===== src/shared/dlc_pkg.sv =====
// Constants and types for the lock detector and loop control block
// Operation
// - Level accumulator saturates between -2048 and +2048
// - Level below -1024 reports unlocked
// - Level above +1024 reports locked
// - Between marks, indication holds previous value
// - Fill and drain steps are 8-bit settings
// - Each sample: exactly one fill or drain
// - Phase threshold is 16-bit picoseconds
// - Magnitude within threshold fills, else drains
// - Free run or holdover forces phase unlock
// - Switchover preserves both detector states
// - Frequency detector uses absolute period difference
// - Frequency threshold is 24-bit picoseconds
// - Tuning word clamped to programmed range; only the closed loop word is clamped, free run outputs freeRunWord unclamped
// - Averaged tuning word history drives holdover
// - Switchover: brief holdover, load, reclose loop
// - Holdover keeps output frequency constant
// - Valid reference ends holdover, recovers loop
// - Forced holdover bit blocks automatic exit
// - Forced holdover and free run bits
package dlc_pkg;
  localparam int LVL_W = 13;
  localparam logic signed [LVL_W-1:0] LVL_EMPTY = -13'sd2048;
  localparam logic signed [LVL_W-1:0] LVL_FULL  = 13'sd2048;
  localparam logic signed [LVL_W-1:0] LVL_LOW   = -13'sd1024;
  localparam logic signed [LVL_W-1:0] LVL_HIGH  = 13'sd1024;
  localparam int STEP_W  = 8;
  localparam int PTHR_W  = 16;
  localparam int FTHR_W  = 24;
  localparam int TW_W    = 32;
  localparam int HIST_LOG2_MAX = 8;
  typedef enum logic [2:0] {
    ST_FREERUN,
    ST_CLOSED,
    ST_HOLDOVER,
    ST_SWITCH,
    ST_LOAD
  } dlc_state_t;
endpackage


===== src/shared/dlc_det_if.sv =====
// Interface joining the loop controller to one lock detector
`timescale 1ns/1ps
interface dlc_det_if #(parameter int ERR_W = 16);
  logic                         sampleValid;
  logic [ERR_W-1:0]             errMag;
  logic [ERR_W-1:0]             threshold;
  logic [dlc_pkg::STEP_W-1:0]   fillStep;
  logic [dlc_pkg::STEP_W-1:0]   drainStep;
  logic                         freeze;
  logic                         forceUnlock;
  logic                         locked;
  logic signed [dlc_pkg::LVL_W-1:0] level;
  modport ctrl (output sampleValid, errMag, threshold, fillStep, drainStep, freeze, forceUnlock,
                input locked, level);
  modport det  (input sampleValid, errMag, threshold, fillStep, drainStep, freeze, forceUnlock,
                output locked, level);
endinterface


===== src/design/dlc_lock_detector.sv =====
// Leaky-bucket lock detector with hysteresis
`timescale 1ns/1ps
module dlc_lock_detector (
  input wire logic clk_sys,
  input wire logic rst,
  dlc_det_if.det   d
);
  logic signed [dlc_pkg::LVL_W+1:0] sum;
  logic signed [dlc_pkg::LVL_W-1:0] level_r;
  logic                             locked_r;
  logic                             fill;

  assign fill = (d.errMag <= d.threshold);

  // One step per sample, widened so saturation is checked before truncation
  always_comb begin
    if (fill) begin
      sum = 15'(level_r) + 15'($signed({1'b0, d.fillStep}));
    end else begin
      sum = 15'(level_r) - 15'($signed({1'b0, d.drainStep}));
    end
  end

  always_ff @(posedge clk_sys) begin
    if (rst) begin
      level_r <= dlc_pkg::LVL_EMPTY;
    end else if (d.sampleValid) begin
      if (sum > 15'(dlc_pkg::LVL_FULL)) begin
        level_r <= dlc_pkg::LVL_FULL;
      end else if (sum < 15'(dlc_pkg::LVL_EMPTY)) begin
        level_r <= dlc_pkg::LVL_EMPTY;
      end else begin
        level_r <= sum[dlc_pkg::LVL_W-1:0];
      end
    end
  end

  // Freeze wins over everything but reset so a switchover shows no phantom unlock
  always_ff @(posedge clk_sys) begin
    if (rst) begin
      locked_r <= 1'b0;
    end else if (d.freeze) begin
      locked_r <= locked_r;
    end else if (d.forceUnlock) begin
      locked_r <= 1'b0;
    end else if (level_r < dlc_pkg::LVL_LOW) begin
      locked_r <= 1'b0;
    end else if (level_r > dlc_pkg::LVL_HIGH) begin
      locked_r <= 1'b1;
    end
  end

  assign d.level  = level_r;
  assign d.locked = locked_r;
endmodule


===== src/design/dlc_loop_control.sv =====
// Lock detectors, tuning word clamp, history averaging and loop state control
`timescale 1ns/1ps
module dlc_loop_control #(
  parameter int HIST_LOG2 = 4
) (
  input  wire logic                          clk_sys,
  input  wire logic                          rst,
  input  wire logic                          sampleValid,
  input  wire logic signed [23:0]            phaseErr,
  input  wire logic signed [24:0]            periodDiff,
  input  wire logic [dlc_pkg::PTHR_W-1:0]    phaseThresh,
  input  wire logic [dlc_pkg::FTHR_W-1:0]    freqThresh,
  input  wire logic [dlc_pkg::STEP_W-1:0]    phaseFill,
  input  wire logic [dlc_pkg::STEP_W-1:0]    phaseDrain,
  input  wire logic [dlc_pkg::STEP_W-1:0]    freqFill,
  input  wire logic [dlc_pkg::STEP_W-1:0]    freqDrain,
  input  wire logic [dlc_pkg::TW_W-1:0]      filterWord,
  input  wire logic [dlc_pkg::TW_W-1:0]      clampLow,
  input  wire logic [dlc_pkg::TW_W-1:0]      clampHigh,
  input  wire logic [dlc_pkg::TW_W-1:0]      freeRunWord,
  input  wire logic                          refValid,
  input  wire logic                          refSwitch,
  input  wire logic                          userHoldover,
  input  wire logic                          userFreeRun,
  output logic                               phaseLocked,
  output logic                               freqLocked,
  output logic [dlc_pkg::TW_W-1:0]           tuningWord,
  output logic                               loadProfile,
  output logic                               loopClosed,
  output logic                               inHoldover,
  output logic                               inFreeRun,
  output logic                               historyValid
);
  // Averaging needs two samples at least, and the sum must fit the accumulator
  if (HIST_LOG2 < 1 || HIST_LOG2 > dlc_pkg::HIST_LOG2_MAX) begin
    $error("HIST_LOG2 out of range");
  end

  localparam int ACC_W = dlc_pkg::TW_W + dlc_pkg::HIST_LOG2_MAX;

  dlc_pkg::dlc_state_t state_r;
  dlc_pkg::dlc_state_t state_nxt;
  logic [dlc_pkg::TW_W-1:0] clamped;
  logic [dlc_pkg::TW_W-1:0] tuning_r;
  logic [dlc_pkg::TW_W-1:0] avg_r;
  logic [ACC_W-1:0]         histAcc_r;
  logic [HIST_LOG2-1:0]     histCnt_r;
  logic                     histValid_r;
  logic [23:0]              phaseMag;
  logic [24:0]              periodMag;

  dlc_det_if #(.ERR_W(dlc_pkg::PTHR_W)) phIf ();
  dlc_det_if #(.ERR_W(dlc_pkg::FTHR_W)) frIf ();

  // Magnitudes saturate so a huge error never aliases under threshold
  assign phaseMag  = phaseErr[23] ? 24'(-phaseErr) : 24'(phaseErr);
  assign periodMag = periodDiff[24] ? 25'(-periodDiff) : 25'(periodDiff);

  assign phIf.sampleValid = sampleValid;
  assign phIf.errMag      = (phaseMag[23:16] != 8'h00) ? 16'hffff : phaseMag[15:0];
  assign phIf.threshold   = phaseThresh;
  assign phIf.fillStep    = phaseFill;
  assign phIf.drainStep   = phaseDrain;
  assign phIf.freeze      = (state_r == dlc_pkg::ST_SWITCH) || (state_r == dlc_pkg::ST_LOAD);
  assign phIf.forceUnlock = (state_r == dlc_pkg::ST_HOLDOVER) || (state_r == dlc_pkg::ST_FREERUN);

  assign frIf.sampleValid = sampleValid;
  assign frIf.errMag      = periodMag[24] ? 24'hffffff : periodMag[23:0];
  assign frIf.threshold   = freqThresh;
  assign frIf.fillStep    = freqFill;
  assign frIf.drainStep   = freqDrain;
  assign frIf.freeze      = phIf.freeze;
  assign frIf.forceUnlock = 1'b0;

  dlc_lock_detector uPhase (
    .clk_sys (clk_sys),
    .rst     (rst),
    .d       (phIf)
  );

  dlc_lock_detector uFreq (
    .clk_sys (clk_sys),
    .rst     (rst),
    .d       (frIf)
  );

  assign clamped = (filterWord < clampLow) ? clampLow :
                   (filterWord > clampHigh) ? clampHigh : filterWord;

  // Forced free run outranks forced holdover; a switch passes through load
  always_comb begin
    state_nxt = state_r;
    case (state_r)
      dlc_pkg::ST_FREERUN: begin
        if (!userFreeRun) begin
          state_nxt = userHoldover ? dlc_pkg::ST_HOLDOVER :
                      (refValid ? dlc_pkg::ST_LOAD : dlc_pkg::ST_HOLDOVER);
        end
      end
      dlc_pkg::ST_CLOSED: begin
        if (userFreeRun) begin
          state_nxt = dlc_pkg::ST_FREERUN;
        end else if (userHoldover || !refValid) begin
          state_nxt = dlc_pkg::ST_HOLDOVER;
        end else if (refSwitch) begin
          state_nxt = dlc_pkg::ST_SWITCH;
        end
      end
      dlc_pkg::ST_HOLDOVER: begin
        if (userFreeRun) begin
          state_nxt = dlc_pkg::ST_FREERUN;
        end else if (refValid && !userHoldover) begin
          state_nxt = dlc_pkg::ST_LOAD;
        end
      end
      dlc_pkg::ST_SWITCH: begin
        state_nxt = dlc_pkg::ST_LOAD;
      end
      dlc_pkg::ST_LOAD: begin
        state_nxt = dlc_pkg::ST_CLOSED;
      end
      default: begin
        state_nxt = dlc_pkg::ST_FREERUN;
      end
    endcase
  end

  always_ff @(posedge clk_sys) begin
    if (rst) begin
      state_r <= dlc_pkg::ST_FREERUN;
    end else begin
      state_r <= state_nxt;
    end
  end

  // Holdover keeps the averaged word, or the last word when no history exists
  always_ff @(posedge clk_sys) begin
    if (rst) begin
      tuning_r <= '0;
    end else begin
      case (state_r)
        dlc_pkg::ST_CLOSED: tuning_r <= clamped;
        dlc_pkg::ST_FREERUN: tuning_r <= freeRunWord;
        default: tuning_r <= histValid_r ? avg_r : tuning_r;
      endcase
    end
  end

  // History: accumulate 2^HIST_LOG2 clamped samples while closed, then average
  always_ff @(posedge clk_sys) begin
    if (rst) begin
      histAcc_r   <= '0;
      histCnt_r   <= '0;
      avg_r       <= '0;
      histValid_r <= 1'b0;
    end else if (state_r == dlc_pkg::ST_CLOSED && sampleValid) begin
      if (histCnt_r == {HIST_LOG2{1'b1}}) begin
        avg_r       <= TW_W_CUT(histAcc_r + ACC_W'(clamped));
        histValid_r <= 1'b1;
        histAcc_r   <= '0;
      end else begin
        histAcc_r <= histAcc_r + ACC_W'(clamped);
      end
      histCnt_r <= histCnt_r + 1'b1;
    end
  end

  function automatic logic [dlc_pkg::TW_W-1:0] TW_W_CUT(input logic [ACC_W-1:0] v);
    logic [ACC_W-1:0] s;
    s = v >> HIST_LOG2;
    return s[dlc_pkg::TW_W-1:0];
  endfunction

  assign phaseLocked  = phIf.locked;
  assign freqLocked   = frIf.locked;
  assign tuningWord   = tuning_r;
  assign loadProfile  = (state_r == dlc_pkg::ST_LOAD);
  assign loopClosed   = (state_r == dlc_pkg::ST_CLOSED);
  assign inHoldover   = (state_r == dlc_pkg::ST_HOLDOVER) || (state_r == dlc_pkg::ST_SWITCH);
  assign inFreeRun    = (state_r == dlc_pkg::ST_FREERUN);
  assign historyValid = histValid_r;
endmodule


===== config.mk =====
export PLATFORM = sky130hd
export DESIGN_NAME = dlc_loop_control
export DESIGN_NICKNAME = d
export VERILOG_FILES = /design/src/shared/dlc_pkg.sv /design/src/shared/dlc_det_if.sv /design/src/design/dlc_lock_detector.sv /design/src/design/dlc_loop_control.sv
export SDC_FILE = /design/constraint.sdc
export NUM_CORES = 1
export LEC_CHECK = 0
export BUFFER_PORTS_ARGS = -buffer_cell sky130_fd_sc_hd__buf_2
export CAP_MARGIN = 20
export CORE_UTILIZATION = 56
export CTS_BUF_LIST = sky130_fd_sc_hd__clkbuf_16
export CTS_CLUSTER_DIAMETER = 30
export DETAILED_ROUTE_END_ITERATION = 6
export GPL_ROUTABILITY_DRIVEN = 0
export GPL_TIMING_DRIVEN = 0
export HOLD_SLACK_MARGIN = 0.15
export PLACE_DENSITY = 0.84
export SLEW_MARGIN = 20
export SYNTH_ARGS = -nofsm -noshare
export SYNTH_HDL_FRONTEND = slang
export SYNTH_HIERARCHICAL = 1
export SYNTH_SLANG_ARGS = --single-unit

===== constraint.sdc =====
create_clock -name clk_sys -period 20.2 [get_ports clk_sys]
set_clock_uncertainty 0.15 [all_clocks]
set_input_delay 4.04 -clock clk_sys [delete_from_list [all_inputs] [get_ports clk_sys]]
set_output_delay 4.04 -clock clk_sys [all_outputs]
set_load 0.005 [all_outputs]

# == Yosys cells after proc, flatten, opt, wreduce, memory -nomap -nowiden ==
# Index checks and enable logic that the tools add are counted.
# classes
n_addsub,8
n_mux,29
n_reduce_logical,17
n_lt_le_gt_ge,12
eq_ne,8
bitwise,1
# op_table
op,n
$mux W32,3
$pmux W32 S2,1
$mux W13,4
$mux W24,2
$add A40 B32 Y40,1
$mux W40,1
$gt A32 B32 Y1,1
$lt A32 B32 Y1,1
$gt A15 B13 Y1 const B,2
$lt A15 B12 Y1 const B,2
$mux W15,2
$add A13 B9 Y14,2
$sub A13 B9 Y14,2
$gt A13 B12 Y1 const B,2
$lt A13 B11 Y1 const B,2
$mux W25,1
$neg A25 Y25,1
$le A24 B24 Y1,1
$mux W3,8
$neg A24 Y24,1
$le A16 B16 Y1,1
$mux W16,1
$pmux W3 S5,1
$reduce_bool A8 Y1,1
other kinds (18),31
# totals
in_bits,256
regBits,140
word_cells,85

# == Depth between registers and ports, before layout ==
# logic_depth
ltp_word,9
mapped_depth,31
depth_no_buf,29

# == Modules after synthesis ==
# The synthesis kept the hierarchy.
# by_module_without_submodules
module,cells_each,seq_area_each_um2,n_inst,area_per_inst_um2
dlc_loop_control,1407,2162.1,1,10090.9
dlc_lock_detector at uPhase,295,280.3,1,2202.1
dlc_lock_detector at uFreq,257,280.3,1,1991.9

# == Worst setup path after synthesis ==
# OpenSTA, ideal clock, no wires.
# synth_timing
path_kind,in2reg
startpoint,in phaseErr[12]
endpoint,"reg uPhase.level_r, in the netlist uPhase/d.level[0]"
n_path_buf,1
path_slack_ns,9.986
path_stages,26
t_arrival_ns,9.969
cell_sequence,or3_4 > or3_4 > or3_4 > a211o_1 > and2_4 > nor4_4 > buf_6 > nand2_2 > ha_1 > nand4_1 > a2111oi_0 > or3_1 > inv_1 > nor2_2 > mux2_2 > ha_1 > inv_1 > fa_1 > nor2b_4 > o2111ai_2 > and4_4 > a211oi_2 > nand4_1 > o31ai_4 > nand2_2 > o41ai_2
# synth_between
elab_chain_cells,9
# synth_lines
element,line,source
from (decl),dlc_loop_control.sv:9,"input wire logic signed [23:0] phaseErr,"
$neg A24 Y24 *,dlc_loop_control.sv:56,assign phaseMag = phaseErr[23] ? 24'(-phaseErr) : 24'(phaseErr);
$mux W24 *,dlc_loop_control.sv:56,
$reduce_bool A8 Y1 *,dlc_loop_control.sv:60,assign phIf.errMag = (phaseMag[23:16] != 8'h00) ? 16'hffff : phaseMag[15:0];
$mux W16 *,dlc_loop_control.sv:60,
via phIf.errMag[7],dlc_det_if.sv:5,logic [ERR_W-1:0] errMag;
$le A16 B16 Y1 *,dlc_lock_detector.sv:13,assign fill = (d.errMag <= d.threshold);
$mux W15 *,dlc_lock_detector.sv:17,if (fill) begin
$lt A15 B12 Y1,dlc_lock_detector.sv:30,end else if (sum < 15'(dlc_pkg::LVL_EMPTY)) begin
$mux W13,dlc_lock_detector.sv:30,
$mux W13 *,dlc_lock_detector.sv:28,if (sum > 15'(dlc_pkg::LVL_FULL)) begin
to (signal assigned),dlc_lock_detector.sv:29,level_r <= dlc_pkg::LVL_FULL;
to (signal assigned),dlc_lock_detector.sv:31,level_r <= dlc_pkg::LVL_EMPTY;
to (signal assigned),dlc_lock_detector.sv:33,level_r <= sum[dlc_pkg::LVL_W-1:0];
to (decl),dlc_lock_detector.sv:9,logic signed [dlc_pkg::LVL_W-1:0] level_r;
# The timed path passes the listed nets; every way through them passes the cells marked *.
# A chain may end at the register's enable or synchronous reset.

# == Worst setup path in the final report ==
# layout_timing
startpoint,in phaseErr[4]
endpoint,"reg uPhase.level_r, in the netlist uPhase/d.level[0]"
# layout_between
elab_chain_cells,9
# layout_lines
element,line
$neg A24 Y24 *,dlc_loop_control.sv:56
$mux W24 *,dlc_loop_control.sv:56
$reduce_bool A8 Y1,dlc_loop_control.sv:60
$mux W16 *,dlc_loop_control.sv:60
via phIf.errMag[7],dlc_det_if.sv:5
$le A16 B16 Y1 *,dlc_lock_detector.sv:13
$mux W15 *,dlc_lock_detector.sv:17
$lt A15 B12 Y1,dlc_lock_detector.sv:30
$mux W13,dlc_lock_detector.sv:30
$mux W13 *,dlc_lock_detector.sv:28
# Marked as above.

==> impl_metrics.toml <==
[sta]
fin_ws_ns = 9.40
drv_slew = 0
hold_viol = 0
worstMarginPinSlew_ns = 1.19
period_share = 0.535
timing.fmax_mhz = 92.6
finalSetupViolCount = 0
finalCriticalPeriod_ns = 10.80
max_slew_margin = 0.202
hold_slack_ns = 0.310
grt_setup_unrepaired = "false"
fin_setup_tns_ns = 0

[detailed_routing]
vias = 16300
drt_pass1_iterations = 7
via_per_inst = 6.21
drt-total-wl_um = 45600
wl_per_cell_um = 17.4
antenna_left = 0
drc_errors = 1
drt_iter0_drc = 1524

[worst_setup_path]
reg2reg_setup_slack_ns = 16.37
critPathSlowestCell = "a2111oi_0"
worst-path-max-fanout = 10
worstPathRequired_ns = 20.40
cp-end-kind = "flip-flop"
rr_worst_depth = 8
slowest_delay_ns = 0.54
r2r-end = "avg_r[21]$_SDFFE_PP0P_"
timing.rr.start = "state_r[0]$_SDFFE_PP0P_"
cp-startpoint = "phaseErr[4]"
path_common_cell = "or3_1"
endpoint = "uPhase/d.level[0]$_SDFFE_PP0P_"
path_class = "input port to flip-flop"
cp.arrival_ns = 11.00
startpoint_type = "input port"

[pwr]
pwr-share-seq = 0.282
power_uw = 1060
p_int_uw = 667
combPwrFrac = 0.396
leakage_uw = 0.00788
p_clk_frac = 0.321
power_density_mw_per_mm2 = 63.0
peakVddDrop_uv = 66.1
switchingPower_uw = 390
p_sw_frac = 0.369

[synthesis]
avgSynthCellArea_um2 = 7.29
yosys.area.top_type = "dfxtp_1"
synth_edf_count = 0
synth_common_cells = "212 x nand2_1, 181 x a21oi_1, 175 x inv_1, 166 x ha_1, 156 x nor2_1"
syn_nets = 2384
post-synth-top-count-cell = "nand2_1"
ys.flop_type = "dfxtp_1"
yosysUniqueCellTypes = 102
async_flop_share = 0
synth_top_area_frac = 0.191
yosysWarnings = 6
synth-seq-area-share = 0.191
synth_cells = 1959
netlist_area_mm2 = 0.0143
synthTopCellsByArea = "dfxtp_1 19%, ha_1 15%, a21oi_1 6.3%"
synth_seq_cells = 136

[outcome]
status = "finished with violations"
failed_checks = "design-rule violations"

[placed_design]
pre_cts_ws_ns = 9.05
port-buffer-count = 293
hpwl_um = 36200

[cts]
cts_made_buffers = 17
path_clk_slew_ns = 0.06
ctsResizeCount = 0
cts_buffer_depth = 2
cts_root_buffer = "clkbuf_16"
cts_tree = "done"
postCtsSetupRepairBufs = 0
cts-htree-levels = 4
numClockSinks = 136
insertion_delay_ns = 0.44
ctsHoldBuffers = 0

[floorplan]
die_h_um = 162
rows = 58
die_area_mm2 = 0.0262
die_width_um = 162
core_mm2 = 0.0251
num_io_pins = 295
start_util = 0.569

[layout]
final_nets = 2696
layout-drive-gt1-share = 0.174
syn2layout_area_growth_pct = 17.6

[hold_path]
hold_class = "flip-flop to flip-flop"
hold_depth = 2

[grt]
grt_overflow = 0
antenna_found_initial = 2
track_usage = 0.340
grt_pass1_wl_um = 72500
grt_max_degree = 17
first_global_vias = 15300

[flow_run]
maxCapViolCount = 0
## metal layers
metal	global-route usage	part of all wire	vias to the layer above
met1	0.412	0.40	7484
met3	0.0541	0.080	194
met2	0.578	0.47	853
met5	0	0	-
met4	0.181	0.055	0
li1	-	-	7719
## state kept, by name, summed over array words and instances (netlist names)
register and count:
uPhase/d.level 13, tuningWord 32, histCnt_r 4, avg_r 32, state_r 3, histAcc_r 36
uPhase/d.locked 1, uFreq/d.level 13, historyValid 1, uFreq/d.locked 1
## through the flow
stage          std cells   util  instance area [um2]
2_1_floorplan       1959      -                14300
5_1_grt             2615  0.669                16800
3_5_place_dp        2582  0.644                16200
4_1_cts             2614  0.669                16800
3_3_place_gp        2582  0.644                16200
6_report            2616  0.669                16800
## cell type report
type | count | area (um2)
Multi-Input combinational cell | 1560 | 10500
Fill cell | 2146 | 8310
Sequential cell | 136 | 2720
Timing Repair Buffer | 293 | 1470
Inverter | 175 | 657
Clock buffer | 17 | 425
Tap cell | 330 | 413
Buffer | 88 | 360
Clock inverter | 15 | 208
Antenna cell | 2 | 5.00
## how the worst min path moves through the flow
| stage | start | endpoint |
|---|---|---|
| 3_3_place_gp | histAcc_r[22]$_SDFFE_PP0P_ | histAcc_r[22]$_SDFFE_PP0P_ |
| 3_5_place_dp | avg_r[20]$_SDFFE_PP0P_ | avg_r[20]$_SDFFE_PP0P_ |
| 5_1_grt | histAcc_r[20]$_SDFFE_PP0P_ | histAcc_r[20]$_SDFFE_PP0P_ |
| 4_1_cts | avg_r[20]$_SDFFE_PP0P_ | avg_r[20]$_SDFFE_PP0P_ |
| 6_report | avg_r[4]$_SDFFE_PP0P_ | avg_r[4]$_SDFFE_PP0P_ |
| 2_1_floorplan | histAcc_r[12]$_SDFFE_PP0P_ | histAcc_r[12]$_SDFFE_PP0P_ |
## power by group through the flow
stage,Combinational [uW],Clock [uW],Sequential (uW)
2_1_floorplan,286,0,300
3_3_place_gp,396,0,303
3_5_place_dp,408,0,304
4_1_cts,411,339,298
5_1_grt,460,354,300
6_report,419,340,299
## cells by family (layout without fill, tap and decap cells)
logic type / after synthesis / in the layout / share of synthesized area
AND/OR/NAND/NOR: 682 / 682 / 0.236
AO/OA/AOI/OAI: 570 / 570 / 0.260
buffers and inverters: 263 / 588 / 0.0712
adder cells (fa/ha/maj): 169 / 169 / 0.150
flip-flops: 136 / 136 / 0.191
XOR/XNOR: 90 / 90 / 0.0568
multiplexers: 48 / 48 / 0.0351
other: 1 / 3 / 0.000263
## cells in the final DEF, fill, tap and decap left out, types with 36 or more instances in the layout
master      n
ha_1      166
clkbuf_1   70
xor2_1     57
nor3_1     77
dfxtp_1   136
o21ai_0   107
nand3_1    49
a21oi_1   181
buf_2     304
nand2_1   212
a21o_1     43
mux2i_1    36
nand4_1    48
nor2_1    156
inv_1     175
## critical path: cells and delay by family
family	cells	cell delay, ns
adder cells (fa/ha/maj)	3	0.92
buffers and inverters	4	0.50
multiplexers	1	0.25
AO/OA/AOI/OAI	7	2.00
AND/OR/NAND/NOR	13	3.27
(Power assumes the default switching activity.)
